### src/design/dot_clock_pkg.sv
// Notes on behaviour
// - A 4-bit select code is driven on four select lines, choosing one of sixteen dot clocks.
// - After power-on reset the select lines are zero and one strobe pulse is issued.
// - With the screen off, a strobe follows every write to the mode control or misc output register, whatever bits it changes.
// - Misc output bits 3:2 give code 0, 1, 2, or mode control bits 3:0 when they are 11.
// - The derived code is copied into the general output port low nibble before it is strobed, except for a vsync that rises while a strobe sequence runs.
// - With the screen on, one strobe is issued in every vertical sync interval.
// - General output port bits 7:4 are freely written, drive the upper lines and latch on each strobe.
package dot_clock_pkg;
	// ============================================================
	// Register addresses
	localparam logic [3:0]  SEQ_PORT        = 4'h5;
	localparam logic [7:0]  IDX_CLK_MODE    = 8'h01;
	localparam logic [7:0]  IDX_MODE_CODE   = 8'h42;
	localparam logic [7:0]  IDX_GEN_OUT     = 8'h5C;
	localparam logic [11:0] ADDR_MISC_OUT   = 12'h3C2;
	localparam logic [11:0] ADDR_SEQ_INDEX  = 12'h3C4;
	localparam logic [11:0] ADDR_SEQ_DATA   = 12'h3C5;
	localparam logic [11:0] ADDR_CRT_INDEX  = 12'h3D4;
	localparam logic [11:0] ADDR_CRT_DATA   = 12'h3D5;
	// ============================================================
	// Fields and reset values
	localparam int          SCREEN_OFF_BIT  = 5;
	localparam logic [7:0]  RESET_BYTE      = 8'h00;
	localparam logic [1:0]  MISC_SEL_CODE   = 2'h3;
	// ============================================================
	// Strobe timing
	localparam int          CLK_PERIOD_NS   = 50;
	localparam int          SETUP_NS        = 50;
	localparam int          PULSE_NS        = 100;
	localparam int          HOLD_NS         = 50;
	localparam logic [3:0]  SETUP_CYC = 4'((SETUP_NS + CLK_PERIOD_NS - 1) / CLK_PERIOD_NS);
	localparam logic [3:0]  PULSE_CYC = 4'((PULSE_NS + CLK_PERIOD_NS - 1) / CLK_PERIOD_NS);
	localparam logic [3:0]  HOLD_CYC  = 4'((HOLD_NS + CLK_PERIOD_NS - 1) / CLK_PERIOD_NS);

	typedef enum logic [1:0] {ST_IDLE, ST_SETUP, ST_PULSE, ST_HOLD} strobe_state_t;
endpackage

### src/design/strobe_if.sv
`timescale 1ns/10ps
interface strobe_if;
	logic       req;
	logic       busy;
	logic       active;
	modport ctrl (output req, input busy, input active);
	modport gen  (input req, output busy, output active);
endinterface

### src/design/strobe_gen.sv
`timescale 1ns/10ps
module strobe_gen
	import dot_clock_pkg::*;
(
	// Clock and reset
	input  wire logic I_CLK,
	input  wire logic I_RST,
	// Control
	strobe_if.gen     sif
);
	strobe_state_t state_q;
	logic [3:0]    cnt_q;
	logic          pend_q;

	// ============================================================
	// Sequencer: setup, fixed pulse, hold
	always_ff @(posedge I_CLK or posedge I_RST) begin
		if (I_RST) begin
			state_q <= ST_IDLE;
			cnt_q   <= 4'h0;
		end else begin
			case (state_q)
				ST_IDLE: begin
					if (sif.req || pend_q) begin
						state_q <= ST_SETUP;
						cnt_q   <= SETUP_CYC;
					end
				end
				ST_SETUP: begin
					if (cnt_q <= 4'h1) begin
						state_q <= ST_PULSE;
						cnt_q   <= PULSE_CYC;
					end else begin
						cnt_q <= cnt_q - 4'h1;
					end
				end
				ST_PULSE: begin
					if (cnt_q <= 4'h1) begin
						state_q <= ST_HOLD;
						cnt_q   <= HOLD_CYC;
					end else begin
						cnt_q <= cnt_q - 4'h1;
					end
				end
				ST_HOLD: begin
					if (cnt_q <= 4'h1) begin
						state_q <= ST_IDLE;
					end else begin
						cnt_q <= cnt_q - 4'h1;
					end
				end
				default: begin
					state_q <= ST_IDLE;
				end
			endcase
		end
	end

	// Request during a running pulse is kept for one more pulse
	always_ff @(posedge I_CLK or posedge I_RST) begin
		if (I_RST) begin
			pend_q <= 1'b0;
		end else if (state_q == ST_IDLE) begin
			pend_q <= 1'b0;
		end else if (sif.req) begin
			pend_q <= 1'b1;
		end
	end

	assign sif.busy   = (state_q != ST_IDLE);
	assign sif.active = (state_q == ST_PULSE);
endmodule

### src/design/dot_clock_select.sv
`timescale 1ns/10ps
module dot_clock_select
	import dot_clock_pkg::*;
(
	// Clock and reset
	input  wire logic        I_CLK,
	input  wire logic        I_RST,
	// Processor I/O port
	input  wire logic [11:0] I_IO_ADDR,
	input  wire logic        I_IO_WR,
	input  wire logic        I_IO_RD,
	input  wire logic [7:0]  I_IO_WDATA,
	output logic      [7:0]  O_IO_RDATA,
	// Display timing
	input  wire logic        I_VSYNC,
	// Pins
	output logic      [3:0]  O_CLOCK_SELECT_LINES,
	output logic      [3:0]  O_UPPER_OUTPUT_LINES,
	output logic             O_SELECT_LATCH_STROBE,
	output logic             O_SCREEN_BLANK
);
	logic [7:0] seq_index_q;
	logic [7:0] crt_index_q;
	logic [7:0] clk_mode_q;
	logic [7:0] mode_code_q;
	logic [7:0] gen_out_q;
	logic [7:0] misc_out_q;
	logic       vsync_q;
	logic       init_q;
	logic       upd_q;
	logic       lines_ld;
	logic [3:0] sel_code;
	logic       wr_misc;
	logic       wr_clk_mode;
	logic       wr_mode_code;
	logic       wr_gen_out;
	logic       wr_sel;
	logic       refresh_on;
	logic       go_q;
	logic       screen_off;
	logic       vs_rise;
	logic       req;
	logic [7:0] rdata_d;

	strobe_if sif ();

	strobe_gen u_strobe (
		.I_CLK (I_CLK),
		.I_RST (I_RST),
		.sif   (sif)
	);

	// ============================================================
	// Code derivation
	function automatic logic [3:0] derive_code(input logic [7:0] misc, input logic [7:0] mc);
		case (misc[3:2])
			2'h0:    derive_code = 4'h0;
			2'h1:    derive_code = 4'h1;
			2'h2:    derive_code = 4'h2;
			default: derive_code = mc[3:0];
		endcase
	endfunction

	// Hit on one register behind an index/data port pair
	function automatic logic idx_hit(input logic wr, input logic [11:0] addr,
		input logic [11:0] port, input logic [7:0] idx_q, input logic [7:0] idx);
		idx_hit = wr && (addr == port) && (idx_q == idx);
	endfunction

	assign sel_code     = derive_code(misc_out_q, mode_code_q);
	assign wr_misc      = I_IO_WR && (I_IO_ADDR == ADDR_MISC_OUT);
	assign wr_clk_mode  = idx_hit(I_IO_WR, I_IO_ADDR, ADDR_SEQ_DATA, seq_index_q, IDX_CLK_MODE);
	assign wr_mode_code = idx_hit(I_IO_WR, I_IO_ADDR, ADDR_CRT_DATA, crt_index_q, IDX_MODE_CODE);
	assign wr_gen_out   = idx_hit(I_IO_WR, I_IO_ADDR, ADDR_CRT_DATA, crt_index_q, IDX_GEN_OUT);
	assign screen_off   = clk_mode_q[SCREEN_OFF_BIT];
	// Any write to either code source counts, even with equal bits
	assign wr_sel       = wr_mode_code || wr_misc;
	assign vs_rise      = I_VSYNC && !vsync_q;
	// Screen-on refresh only while no strobe sequence runs
	assign refresh_on   = !screen_off && vs_rise && !sif.busy;

	// ============================================================
	// Registers
	// Index registers of both port pairs
	always_ff @(posedge I_CLK or posedge I_RST) begin
		if (I_RST) begin
			seq_index_q <= RESET_BYTE;
			crt_index_q <= RESET_BYTE;
		end else if (I_IO_WR) begin
			if (I_IO_ADDR == ADDR_SEQ_INDEX) begin
				seq_index_q <= I_IO_WDATA;
			end
			if (I_IO_ADDR == ADDR_CRT_INDEX) begin
				crt_index_q <= I_IO_WDATA;
			end
		end
	end

	// Miscellaneous output, picks the code source
	always_ff @(posedge I_CLK or posedge I_RST) begin
		if (I_RST) begin
			misc_out_q <= RESET_BYTE;
		end else if (wr_misc) begin
			misc_out_q <= I_IO_WDATA;
		end
	end

	// Clocking mode, holds the screen-off bit
	always_ff @(posedge I_CLK or posedge I_RST) begin
		if (I_RST) begin
			clk_mode_q <= RESET_BYTE;
		end else if (wr_clk_mode) begin
			clk_mode_q <= I_IO_WDATA;
		end
	end

	// Mode control code
	always_ff @(posedge I_CLK or posedge I_RST) begin
		if (I_RST) begin
			mode_code_q <= RESET_BYTE;
		end else if (wr_mode_code) begin
			mode_code_q <= I_IO_WDATA;
		end
	end

	// Copy code into port once the new values settle
	always_ff @(posedge I_CLK or posedge I_RST) begin
		if (I_RST) begin
			upd_q <= 1'b0;
		end else begin
			upd_q <= wr_sel && screen_off;
		end
	end

	// General output port: upper nibble by software, lower by hardware
	always_ff @(posedge I_CLK or posedge I_RST) begin
		if (I_RST) begin
			gen_out_q <= RESET_BYTE;
		end else begin
			if (wr_gen_out) begin
				gen_out_q[7:4] <= I_IO_WDATA[7:4];
			end
			if (upd_q || refresh_on) begin
				gen_out_q[3:0] <= sel_code;
			end
		end
	end

	// ============================================================
	// Strobe requests
	always_ff @(posedge I_CLK or posedge I_RST) begin
		if (I_RST) begin
			vsync_q <= 1'b0;
			init_q  <= 1'b1;
		end else begin
			vsync_q <= I_VSYNC;
			init_q  <= 1'b0;
		end
	end

	// Strobe asked on the same edge as the port takes the code,
	// so the idle line load still sees the new code
	always_ff @(posedge I_CLK or posedge I_RST) begin
		if (I_RST) begin
			go_q <= 1'b0;
		end else begin
			go_q <= upd_q
				|| (!screen_off && vs_rise);
		end
	end

	// Power-on pulse, post-write pulse when blanked, one per vsync when on
	assign req = init_q
		|| go_q;
	assign sif.req = req;

	// Pin lines follow the port only while strobe idle
	assign lines_ld = !sif.busy;

	always_ff @(posedge I_CLK or posedge I_RST) begin
		if (I_RST) begin
			O_CLOCK_SELECT_LINES <= 4'h0;
			O_UPPER_OUTPUT_LINES <= 4'h0;
		end else if (lines_ld) begin
			O_CLOCK_SELECT_LINES <= gen_out_q[3:0];
			O_UPPER_OUTPUT_LINES <= gen_out_q[7:4];
		end
	end

	always_ff @(posedge I_CLK or posedge I_RST) begin
		if (I_RST) begin
			O_SELECT_LATCH_STROBE <= 1'b0;
		end else begin
			O_SELECT_LATCH_STROBE <= sif.active;
		end
	end

	assign O_SCREEN_BLANK = screen_off;

	// ============================================================
	// Read back
	always_comb begin
		rdata_d = RESET_BYTE;
		if (I_IO_ADDR == ADDR_MISC_OUT) begin
			rdata_d = misc_out_q;
		end else if (I_IO_ADDR == ADDR_SEQ_INDEX) begin
			rdata_d = seq_index_q;
		end else if (I_IO_ADDR == ADDR_CRT_INDEX) begin
			rdata_d = crt_index_q;
		end else if (idx_hit(1'b1, I_IO_ADDR, ADDR_SEQ_DATA, seq_index_q, IDX_CLK_MODE)) begin
			rdata_d = clk_mode_q;
		end else if (idx_hit(1'b1, I_IO_ADDR, ADDR_CRT_DATA, crt_index_q, IDX_MODE_CODE)) begin
			rdata_d = mode_code_q;
		end else if (idx_hit(1'b1, I_IO_ADDR, ADDR_CRT_DATA, crt_index_q, IDX_GEN_OUT)) begin
			rdata_d = gen_out_q;
		end
	end

	always_ff @(posedge I_CLK or posedge I_RST) begin
		if (I_RST) begin
			O_IO_RDATA <= RESET_BYTE;
		end else if (I_IO_RD) begin
			O_IO_RDATA <= rdata_d;
		end
	end
endmodule

### config.mk
export PLATFORM = sky130hd
export DESIGN_NAME = dot_clock_select
export DESIGN_NICKNAME = d
export VERILOG_FILES = /design/src/design/dot_clock_pkg.sv /design/src/design/strobe_if.sv /design/src/design/strobe_gen.sv /design/src/design/dot_clock_select.sv
export SDC_FILE = /design/constraint.sdc
export NUM_CORES = 1
export LEC_CHECK = 0
export BUFFER_PORTS_ARGS = -buffer_cell sky130_fd_sc_hd__buf_2
export CORE_MARGIN = 2
export CORE_UTILIZATION = 40
export CTS_CLUSTER_DIAMETER = 80
export DETAILED_ROUTE_END_ITERATION = 8
export GPL_TIMING_DRIVEN = 0
export PLACE_DENSITY = 0.6
export SLEW_MARGIN = 10
export SYNTH_ARGS = -nofsm -noshare
export SYNTH_HDL_FRONTEND = slang
export SYNTH_SLANG_ARGS = --single-unit
export TNS_END_PERCENT = 30
### constraint.sdc
create_clock -name I_CLK -period 2.8 [get_ports I_CLK]
set_input_delay 0.56 -clock I_CLK [delete_from_list [all_inputs] [get_ports I_CLK]]
set_output_delay 0.56 -clock I_CLK [all_outputs]
set_load 0.005 [all_outputs]
; ---- Word level (Yosys, flattened, before mapping)
; Index checks and enable logic that the tools add are counted.
[op_classes]
n_addsub = 1
div = 0
shifts = 0
n_reduce_logical = 29
multipliers = 0
muxes = 19
n_lt_le_gt_ge = 1
bitwise = 0
eq_ne = 18
[ops]
columns = op, n
row1 = "== test 12 x 10 -> 1 bit, second input constant", 5
row2 = 2-to-1 mux 8 bit, 6
row3 = "== test 8 x 7 -> 1 bit, second input constant", 2
row4 = 2-to-1 mux 4 bit, 4
row5 = case mux 4 bit (4 select lines), 1
row6 = logical AND 1 bit, 13
row7 = case mux 4 bit (3 select lines), 1
row8 = "== test 8 x 1 -> 1 bit, second input constant", 1
row9 = 2-to-1 mux 2 bit, 4
row10 = "!= test 2 x 1 -> 1 bit, second input constant", 4
row11 = case mux 2 bit (4 select lines), 1
row12 = "== test 2 bit, second input constant", 3
row13 = AND reduction 2 bit, 3
row14 = logical OR 1 bit, 5
row15 = "== test 2 x 1 -> 1 bit, second input constant", 2
row16 = "<= comparator 4 x 1 -> 1 bit, second input constant", 1
row17 = logical NOT 2 bit, 2
row18 = AND reduction 4 bit, 1
row19 = nonzero test 2 bit, 2
row20 = "subtractor 4 x 1 -> 4 bit, second input constant", 1
row21 = logical NOT 1 bit, 3
row22 = 2-to-1 mux 1 bit, 2
row23 = "!= test 2 bit, second input constant", 1
[totals]
mem_bits_ro = 0
elab_cells = 86
regBits = 76
output_inout_bits = 18
mem_bits_rw = 0
mem_count = 0
inputBits = 25
latchBits = 0

; ---- Logic depth before layout (Yosys ltp)
; Gate-level depths: netlist of run 1.
[depth]
word_depth = 8
mapped_depth = 7

; ---- Cells and area by module
; Synthesis of run 1 repeated with hierarchy kept, for this count alone.
[unflattened]
hier_cells = 300
area_unflattened_um2 = 3734.8
[by_module_without_submodules]
columns = module, n_inst, cells_each, seq_area_each_um2, area_per_inst_um2
row1 = dot_clock_select, 1, 249, 1727.9, 3250.6
row2 = strobe_gen, 1, 51, 175.2, 484.2

; ---- Worst setup path before layout of run 1
; No wires, ideal clock.
[synth_timing]
kind = input -> register
from = input I_IO_ADDR[10]
to = register seq_index_q[0]
required_ps = 2675
slack_ps = 760
path_stages = 5
setup_ps = 125
arrival_ps = 1915
path_cell_list = and4bb_2 -> nand4b_4 -> or4_4 -> buf_6 -> mux2_4
[synth_via]
elab_chain_len = 2
[synth_lines]
columns = element, line
row1 = "start, declared", dot_clock_select.sv:9  ; input wire logic [11:0] I_IO_ADDR,
row2 = == test 12 x 10 -> 1 bit, dot_clock_select.sv:90  ; if (I_IO_ADDR == ADDR_SEQ_INDEX) begin
row3 = AND reduction 2 bit (no source line), --
row4 = "end signal, assigned", dot_clock_select.sv:87  ; seq_index_q <= RESET_BYTE;
row5 = "end signal, assigned", dot_clock_select.sv:91  ; seq_index_q <= I_IO_WDATA;
row6 = "end, declared", dot_clock_select.sv:22  ; logic [7:0] seq_index_q;
; No other way between the ends.
; A chain may end at the register's enable or synchronous reset.

; ---- Final worst setup path of run 1
[layout_timing]
from = register crt_index_q[2]
to = register O_IO_RDATA[1]
[layout_via]
elab_chain_len = 8
[layout_lines]
columns = element, line
row1 = "start, declared", dot_clock_select.sv:23  ; logic [7:0] crt_index_q;
row2 = "start signal, assigned", dot_clock_select.sv:88  ; crt_index_q <= RESET_BYTE;
row3 = "start signal, assigned", dot_clock_select.sv:94  ; crt_index_q <= I_IO_WDATA;
row4 = == test 8 x 7 -> 1 bit, dot_clock_select.sv:67  ; idx_hit = wr && (addr == port) && (idx_q == idx);
row5 = logical AND 1 bit, dot_clock_select.sv:67
row6 = 2-to-1 mux 8 bit, dot_clock_select.sv:214  ; end else if (idx_hit(1'b1, I_IO_ADDR, ADDR_CRT_DATA, crt_index_q, IDX_GEN_OUT)) begin
row7 = 2-to-1 mux 8 bit (*), dot_clock_select.sv:212  ; end else if (idx_hit(1'b1, I_IO_ADDR, ADDR_CRT_DATA, crt_index_q, IDX_MODE_CODE)) begin
row8 = 2-to-1 mux 8 bit (*), dot_clock_select.sv:210  ; end else if (idx_hit(1'b1, I_IO_ADDR, ADDR_SEQ_DATA, seq_index_q, IDX_CLK_MODE)) begin
row9 = 2-to-1 mux 8 bit (*), dot_clock_select.sv:208  ; end else if (I_IO_ADDR == ADDR_CRT_INDEX) begin
row10 = 2-to-1 mux 8 bit (*), dot_clock_select.sv:206  ; end else if (I_IO_ADDR == ADDR_SEQ_INDEX) begin
row11 = 2-to-1 mux 8 bit (*), dot_clock_select.sv:204  ; if (I_IO_ADDR == ADDR_MISC_OUT) begin
row12 = "end signal, assigned", dot_clock_select.sv:223  ; O_IO_RDATA <= rdata_d;
row13 = "end, declared", dot_clock_select.sv:13  ; output logic [7:0] O_IO_RDATA,
; Every way passes the cells marked *; elsewhere a longest branch is shown, timed or not.

==> results.ini, run 1 <==
[outcome]
outcome = complete, no violations

[global_route]
grt-ovfl-total = 0
grt_pass1_vias = 2568
grt_max_degree = 56
grt_pass1_wl_mm = 13.39
use_met2_pct = 27.16
grt_util_met3_pct = 2.908
grt_usage_pct = 17.51
top_usage_layer = met2
met1_usage_pct = 24.94
antenna_found_initial = 0

[route]
drtAntennaViolNets = 0
drtIter0Drc = 130
wire_per_inst_um = 17.93
drc = 0
dr_total_vias = 2566
finalWirelength_mm = 8.088
viasPerCell = 5.690
dr.pass1.iters = 4

[sta]
tightestPinTransition_ns = 0.9630
fin_skew_ns = 0.006633
setup_violations = 0
finalCriticalPeriod_ns = 2.141
relSlewSlack_pct = 35.63
fmax_mhz = 467.1
slew_violations = 0
period_share_pct = 76.46
fin_ws_ns = 0.6591
rsz0062_at_grt = no
hold_viol_final = 0

[synthesis]
synth_cells = 284
synth_flop_cell = dfrtp_1
synth_top_family_by_area = multiplexers
synth_edf_count = 0
synthMuxAreaShare_pct = 17.57
syn-cell-area_sq_um = 3568
yosysUniqueCellTypes = 44
synth_simple_gate_area_share_pct = 14.20
synth_warnings = 0
ys_async_sr_fraction_pct = 100.0
synth_compound_area_share_pct = 10.76
synth_nets = 315
yosysSeqAreaShare_pct = 53.33
synth_seq_cells = 76
synth_xor_area_share_pct = 0
syn_area_per_cell_sq_um = 12.56
synthAdderAreaFrac_pct = 2.104

[placement]
dpl_worst_slack_ns = 0.3663
hpwl_mm = 5.914
io_buffers = 42
place.gp.congestion = 0.8995
dpl_cell_area_sq_um = 3944

[final_layout]
final_core_util_pct = 48.50
final_area_sq_um = 4209
mostFrequentLayoutCell = dfrtp_1
antennaDiodeCount = 0
drive_above_1_share_pct = 37.32
syn_to_final_growth_pct = 17.95
final_cell_mix = dfrtp_1 (75), mux2_2 (45), buf_2 (43)
nets = 369

[cts]
clk_pin_slew_ns = 0.08
cts_hold_buf = 0
clockBufferDepth = 2
cts_tree = done
clk_latency_ns = 0.35
cts_buffers = 9
root_buffer = clkbuf_8
cts_max_level = 3
cts_resized = 0
post_cts_buffers = 0
cts_sinks = 76

[power_and_ir_drop]
design_power_total_mw = 2.876
peakVddDrop_uv = 275.6
power_density_nw_per_um2 = 683.3
p_leak_nw = 2.044

[floorplan]
die_w_um = 98.45
initial_core_util_pct = 41.12
rows = 34
fp.dieH_um = 98.45
fp.coreArea_sq_um = 8678
io_pins = 43
dieArea_sq_um = 9692

[setup_path]
end_kind = register
worst-path-buf-inv = 0
rrSetupSlack_ns = 0.66
start_kind = register
worstPathRequired_ns = 3.08
reg2reg_from = crt_index_q[2]
crit_path_max_incr_delay_ns = 0.86
crit_type = reg2reg
reg2regPathDepth = 5
r2r_end = O_IO_RDATA[1]
path_delay_family = simple AND/OR/NAND/NOR gates
cp.arrival_ns = 2.42
path_cells = nor4b_2, a22oi_1, o22ai_1, o22ai_1, a21oi_1
slowest_stage = nor4b_2
crit_path_max_fanout = 9
cp_common_cell = o22ai_1

[job]
cap_viol_max_count = 0

[hold_path]
hp-class = in2async

## where the power goes
part           internal [mW]  total, mW  switching (mW)
Clock                  0.708       1.11           0.401
Combinational          0.242      0.559           0.317
Sequential              1.16       1.21          0.0454
Total                   2.11       2.88           0.764
## state kept, by name, indices dropped and copies added, names as in the netlist, 2 cells and up
name and count:
O_IO_RDATA 8, crt_index_q 8, misc_out_q 8, O_UPPER_OUTPUT_LINES 4, O_CLOCK_SELECT_LINES 4, gen_out_q 8
mode_code_q 8, u_strobe.cnt_q 4, seq_index_q 8, clk_mode_q 8, u_strobe.state_q 2
## worst max-delay path by stage
stage                            from                      end  cells after the start
finish                 crt_index_q[2]            O_IO_RDATA[1]                      5
CTS                 u_strobe.cnt_q[0]      u_strobe.state_q[1]                      7
global placement                I_RST            misc_out_q[6]                      2
detailed placement       I_IO_ADDR[3]           crt_index_q[2]                      6
global route           crt_index_q[2]            O_IO_RDATA[1]                      5
floorplan                       I_RST  O_CLOCK_SELECT_LINES[0]                      1
## logic make-up after synthesis
kind of cell               count (synthesis)
DFF                                       76
and+or+nand+nor                           75
AOI/OAI and AO/OA                         57
muxes                                     53
buffers and inverters                     16
adders and majority gates                  6
other                                      1
## layout make-up
cell class / instances / area [sq um]
inverter: 10 / 40.04
buffer: 6 / 31.28
fill: 818 / 4469
sequential: 76 / 1903
clock buffer: 12 / 145.1
clock inverter: 4 / 120.1
timing repair buffer: 43 / 237.7
multi-input combinational: 192 / 1597
tap: 108 / 135.1
## metal layers
layer | vias to the layer above | wire, um
li1 | 1191 | -
met1 | 1320 | 3813
met2 | 44 | 3914
met3 | 11 | 245
met4 | 0 | 114
met5 | - | 0
## synth_stat cells (all sizes together) (3+ instances only)
cell	instances	share of area [%]
a21oi	8	1.1
a22o	3	0.74
a22oi	10	2.1
and4	5	1.2
and4bb	5	1.8
clkbuf	4	0.42
dfrtp	75	53
ha	6	2.1
inv	10	1.1
mux2	53	18
nand2	15	1.6
nand3	7	0.98
nand4	5	1.3
nor2	17	1.9
nor3	4	0.56
nor4	4	1.1
o21ai	10	1.4
o22ai	11	1.9
o32ai	8	2.0
## stage by stage
stage,setup TNS (ns),hold slack (ns),cells
after CTS,0,0.1633,451
after floorplan,0,0.4457,284
after global placement,-48.22,0.4746,434
after global routing,0,0.1779,451
after detailed placement,0,0.4747,435
final,0,0.1646,451
Power figures use the tool's default switching activity.
==> inputs of run 2 (changes only) <==
- ABC_AREA: not set -> 1
- PLACE_DENSITY: 0.6 -> 0.62
- clock period: 2.8 -> 1.8 ns (I/O delays scaled with it)
==> run 2 against run 1 <==
  * Cell area increased by 7.7%
  * Synthesized cell count increased by 71%
  * First-iteration DRC count increased by 38%
  * Core utilization increased by 0.084 points
  * Clock power about the same
  * Non-clock buffer count increased by 10
  * Sequential power increased by 54%
  * Wire length increased by 11%
  * Sequential cell count unchanged
  * Die area increased by 8.5%
  * Critical endpoint is now O_IO_RDATA[7]
  * Largest cell class unchanged
==> results.ini, run 2 <==
[route]
dr_total_vias = 3243
drc = 0
dr.pass1.iters = 4
wire_per_inst_um = 13.25
drtIter0Drc = 180
viasPerCell = 4.769
finalWirelength_mm = 9.007
drtAntennaViolNets = 0

[synthesis]
synthAdderAreaFrac_pct = 1.933
yosysSeqAreaShare_pct = 49.00
synth_nets = 518
synth_common_cells = nand2_1 (126), dfrtp_1 (75), inv_1 (65)
synth_top_family_by_area = simple AND/OR/NAND/NOR gates
synth_simple_gate_area_share_pct = 28.41
synth_xor_area_share_pct = 0
synth_cells = 487
synthMuxAreaShare_pct = 0
synth_edf_count = 0
syn-cell-area_sq_um = 3884
synth_warnings = 0
synthTopCellsByArea = dfrtp_1 (48%), nand2_1 (12%), o21ai_0 (6.8%)
syn_area_per_cell_sq_um = 7.975
synth_most_common_cell = nand2_1
synth_seq_cells = 76
synth_area_leader_cell = dfrtp_1
ys_async_sr_fraction_pct = 100.0
synth_compound_area_share_pct = 11.82
synth_flop_cell = dfrtp_1
synth_top_cell_area_share_pct = 48.32
yosysUniqueCellTypes = 33

[cts]
cts_max_level = 3
clk_latency_ns = 0.35
clk_pin_slew_ns = 0.08
clockBufferDepth = 2
cts_tree = done
cts_sinks = 76
cts_buffers = 9
root_buffer = clkbuf_8

[power_and_ir_drop]
switching_share_pct = 32.71
p_leak_nw = 2.286
power_density_nw_per_um2 = 848.0
pwr-share-clk_pct = 29.6
seqPwrFrac_pct = 48.3
peakVddDrop_uv = 445.1
p_comb_share_pct = 22.1
p_sw_mw = 1.257
internal_power_mw = 2.586

[sta]
finalCriticalPeriod_ns = 1.661
hold_viol_final = 0
rsz0062_at_grt = yes
setup_violations = 0
fin_skew_ns = 0.008089
fmax_mhz = 602.2
fin_ws_ns = 0.1393
period_share_pct = 92.26
slew_violations = 0

[global_route]
antenna_found_initial = 0
grt_usage_pct = 19.26
grt_pass1_wl_mm = 15.47
grt-ovfl-total = 0
grt_max_degree = 39
grt_pass1_vias = 3245

[final_layout]
final_cell_mix = nand2_1 (126), dfrtp_1 (75), inv_1 (64)
antennaDiodeCount = 0
fillers = 954
final_area_sq_um = 4532
drive_above_1_share_pct = 20.15
seqCellArea_sq_um = 1903
syn_to_final_growth_pct = 16.69
final_core_util_pct = 48.58
nets = 577
multi_input_area_sq_um = 1670
mostFrequentLayoutCell = nand2_1
stdcell_count = 680

[setup_path]
cp-startpoint = crt_index_q[2]
crit_path_max_incr_delay_ns = 0.41
cp.arrival_ns = 1.90
end_kind = register
rrSetupSlack_ns = 0.14
crit_type = reg2reg
reg2regPathDepth = 11
path_cells = nor2_1, nand3_2, nor2_4, buf_6, nor2_1, nand2_1, nand3_1, nand2_1, nand3_1, nand2_1, nand2_1
cp_common_cell = nand2_1
start_kind = register
worst-path-buf-inv = 1
reg2reg_from = crt_index_q[2]
slowest_stage = dfrtp_1
worstPathRequired_ns = 2.04
r2r_end = O_IO_RDATA[7]
crit_path_max_fanout = 8
path_delay_family = simple AND/OR/NAND/NOR gates

[floorplan]
rows = 35
fp.dieH_um = 102.5
die_w_um = 102.5
io_pins = 43
dieArea_sq_um = 10510
fp.coreArea_sq_um = 9328
initial_core_util_pct = 41.64

[placement]
placed_cells = 660
place.gp.congestion = 0.9146
hpwl_mm = 6.701
io_buffers = 42
dpl_cell_area_sq_um = 4299
dpl_worst_slack_ns = -0.05010

[outcome]
outcome = complete, no violations

[hold_path]
min_path_cells = 1
worst_hold_path.endpoint = vsync_q
hp-class = in2reg
min_from = I_VSYNC

[job]
cap_viol_max_count = 0

==> run 2: changes by cell type after synthesis, sizes merged, moves of 8 or more <==
cell	previous run	this run
a22oi	10	1
inv	10	67
mux2	53	0
nand2	15	133
nand3	7	38
nor2	17	64
o21ai	10	71
o22ai	11	0
o32ai	8	0
==> run 2: area by class of cell <==
type                       count  area share (%)
clock buffer                   9           2.733
sequential                    76           41.99
inverter                      68           5.798
timing repair buffer          48           6.240
multi-input combinational    332           36.86
tap                          129           3.562
buffer                        11           1.850
clock inverter                 7          0.9663
==> run 2: worst max-delay path by stage <==
stage,to,slack (ns),cells past startpoint
floorplan,u_strobe.cnt_q[2],0.31,9
global placement,O_IO_RDATA[7],-0.03,12
detailed placement,O_IO_RDATA[7],-0.05,12
finish,O_IO_RDATA[7],0.14,11
CTS,O_IO_RDATA[7],0.07,11
global route,O_IO_RDATA[7],-0.02,11
==> run 2: metal layers <==
| metal | track usage (%) | vias up | wire length (um) |
|---|---|---|---|
| met3 | 5.153 | 10 | 330 |
| met4 | 6.256 | 0 | 127 |
| met5 | 0 | - | 0 |
| met1 | 25.61 | 1510 | 4206 |
| met2 | 30.82 | 67 | 4342 |
| li1 | - | 1656 | - |
==> run 2: repair_timing <==
item                       CTS  global route
hold buffers                 1             0
hold endpoints to repair     4             0
pin swaps                    0             1
cloned                       0             1
setup endpoints to repair    2            22
setup buffers                0             2
gates resized for setup      1             7
==> run 2: cell families (layout without fill, tap and decap cells) <==
family / count (synthesis) / in the layout
AND/OR/NAND/NOR: 243 / 243
AO/OA/AOI/OAI: 82 / 82
buffers and inverters: 79 / 143
flip-flops: 76 / 76
adder cells (fa/ha/maj): 6 / 6
other: 1 / 1
==> run 2: metrics by stage <==
stage          hold WS (ns)   TNS, ns  total power [mW]
2_1_floorplan        0.3914         0             2.485
3_3_place_gp         0.4247  -0.04026             2.667
3_5_place_dp         0.2881  -0.07215             2.713
4_1_cts              0.1108         0             3.866
5_1_grt              0.1056  -0.06072             4.119
6_report             0.1339         0             3.843
==> run 2: power by group through the flow <==
stage	logic, mW	registers [mW]	clock network (mW)
global route	0.999	1.86	1.26
floorplan	0.611	1.87	0
CTS	0.835	1.85	1.18
detailed placement	0.825	1.89	0
finish	0.850	1.86	1.14
global placement	0.787	1.88	0
==> run 2: worst register-to-register path, cell delays in order (launching register included) <==
cell and delay [ns]:
dfrtp_1 0.41, nor2_1 0.14, nand3_2 0.09, nor2_4 0.24
buf_6 0.16, nor2_1 0.04, nand2_1 0.06, nand3_1 0.07
nand2_1 0.10, nand3_1 0.12, nand2_1 0.09, nand2_1 0.05
==> inputs of run 3 (changes only) <==
- CORE_ASPECT_RATIO: not set -> 1.25
- CORE_UTILIZATION: 40 -> 25
- PLACE_DENSITY: 0.62 -> 0.44
==> run 3 against run 2 <==
  * Non-clock buffer count decreased by 2
  * Via count down 0.62%
  * Cell count grew 11%
  * Cell area up 3.8%
  * Sequential power about the same
  * Critical path type unchanged
  * Clock-buffer cell count rose by 2
  * Global-route usage down 6.1 points
  * Clock skew decreased by 0.0036 ns
  * Sequential cell count stayed put
  * Critical path depth did not move
==> results.ini, run 3 (synthesis gave the netlist of run 2 again) <==
[setup_path]
rrSetupSlack_ns = 0.15
slowest_stage = dfrtp_1
reg2reg_from = crt_index_q[2]
r2r_end = O_IO_RDATA[4]
crit_path_max_incr_delay_ns = 0.40
path_cells = nor2_1, nand3_1, nor2_4, buf_4, nor2_1, nand2_1, nand3_1, nand2_1, nand3_1, nand2_1, nand2_1
cp-startpoint = crt_index_q[2]
cp_common_cell = nand2_1
cp.arrival_ns = 1.88
worstPathRequired_ns = 2.03
worstSetupPathDepth = 11
reg2regPathDepth = 11
end_kind = register
worst-path-buf-inv = 1
endpoint = O_IO_RDATA[4]
start_kind = register
crit_path_max_fanout = 5
path_delay_family = simple AND/OR/NAND/NOR gates
crit_type = reg2reg

[global_route]
antenna_found_initial = 0
grt_max_degree = 35
grt_pass1_vias = 3128
grt-ovfl-total = 0
grt_usage_pct = 13.12
grt_pass1_wl_mm = 16.41

[floorplan]
io_pins = 43
rows = 50
dieArea_sq_um = 16550
die_w_um = 115.5
fp.coreArea_sq_um = 15080
fp.dieH_um = 143.4
initial_core_util_pct = 25.76

[placement]
io_buffers = 42
hpwl_mm = 7.636
dpl_worst_slack_ns = -0.1246
place.gp.congestion = 0.8610

[route]
drtAntennaViolNets = 0
dr.pass1.iters = 4
viasPerCell = 4.258
finalWirelength_mm = 10.19
wire_per_inst_um = 13.46
dr_total_vias = 3223
drc = 0
drtIter0Drc = 207

[final_layout]
antennaDiodeCount = 0
syn_to_final_growth_pct = 21.10
nets = 575
fillers = 1629
drive_above_1_share_pct = 19.85
multi_input_area_sq_um = 1660
seqCellArea_sq_um = 1903
final_cell_mix = nand2_1 (126), dfrtp_1 (75), inv_1 (64)
mostFrequentLayoutCell = nand2_1

[sta]
finalCriticalPeriod_ns = 1.646
tns_ns = 0
hold_viol_final = 0
fin_ws_ns = 0.1539
fin_skew_ns = 0.004470
fmax_mhz = 607.5
fin_hold_ws_ns = 0.04655
slew_violations = 0
period_share_pct = 91.45
setup_violations = 0

[cts]
cts_buffers = 9
cts_sinks = 76
cts_tree = done
clk_pin_slew_ns = 0.06
clockBufferDepth = 2
cts_max_level = 3
root_buffer = clkbuf_16
clk_latency_ns = 0.34

[power_and_ir_drop]
design_power_total_mw = 4.423
p_leak_nw = 2.327
power_density_nw_per_um2 = 940.5
peakVddDrop_uv = 443.2

[hold_path]
hp-class = in2async

[job]
cap_viol_max_count = 0

[outcome]
outcome = complete, no violations

[run 3: cell type report]
cell class              count  share of cell area, %
well taps                 208                  5.533
clock inverters             5                 0.5853
inverters                  68                  5.533
flip-flops and latches     76                  40.46
clock buffers              11                  5.161
plain buffers              11                  1.782
multi-input cells         332                  35.30
repair buffers             46                  5.640
[run 3: what timing repair did]
action | in CTS | in global routing
hold buffers | 0 | 0
pin swaps | 0 | 1
endpoints found under the hold margin | 0 | 0
setup endpoints to repair | 5 | 10
setup buffers | 0 | 2
resized for setup | 3 | 3
cloned | 0 | 0
[run 3: power breakdown]
part / internal, mW / leakage [nW] / switching (mW)
clock network: 0.962 / 0.135 / 0.720
logic: 0.295 / 1.15 / 0.591
registers: 1.80 / 1.04 / 0.0563
[run 3: worst min path at each step]
stage / slack, ns / from / to / depth (start not counted)
floorplan: 0.39 / I_VSYNC / vsync_q / 0
global placement: 0.43 / upd_q / go_q / 2
detailed placement: 0.42 / I_RST / O_CLOCK_SELECT_LINES[3] / 2
CTS: 0.06 / I_RST / O_CLOCK_SELECT_LINES[0] / 2
global route: 0.07 / I_RST / O_CLOCK_SELECT_LINES[0] / 2
finish: 0.05 / I_RST / O_CLOCK_SELECT_LINES[1] / 2
[run 3: through the flow]
step	utilization, %	std cells	instance area [sq um]
5_1_grt	31.20	757	4703
2_1_floorplan	-	487	3887
3_3_place_gp	28.90	737	4358
6_report	31.20	757	4703
3_5_place_dp	29.17	739	4398
4_1_cts	31.01	755	4676
[run 3: per-layer routing]
layer | global-route usage, % | part of all wire, %
met1 | 16.81 | 46
met2 | 21.51 | 48
met3 | 2.235 | 3.6
met4 | 6.024 | 2.7
met5 | 0 | 0
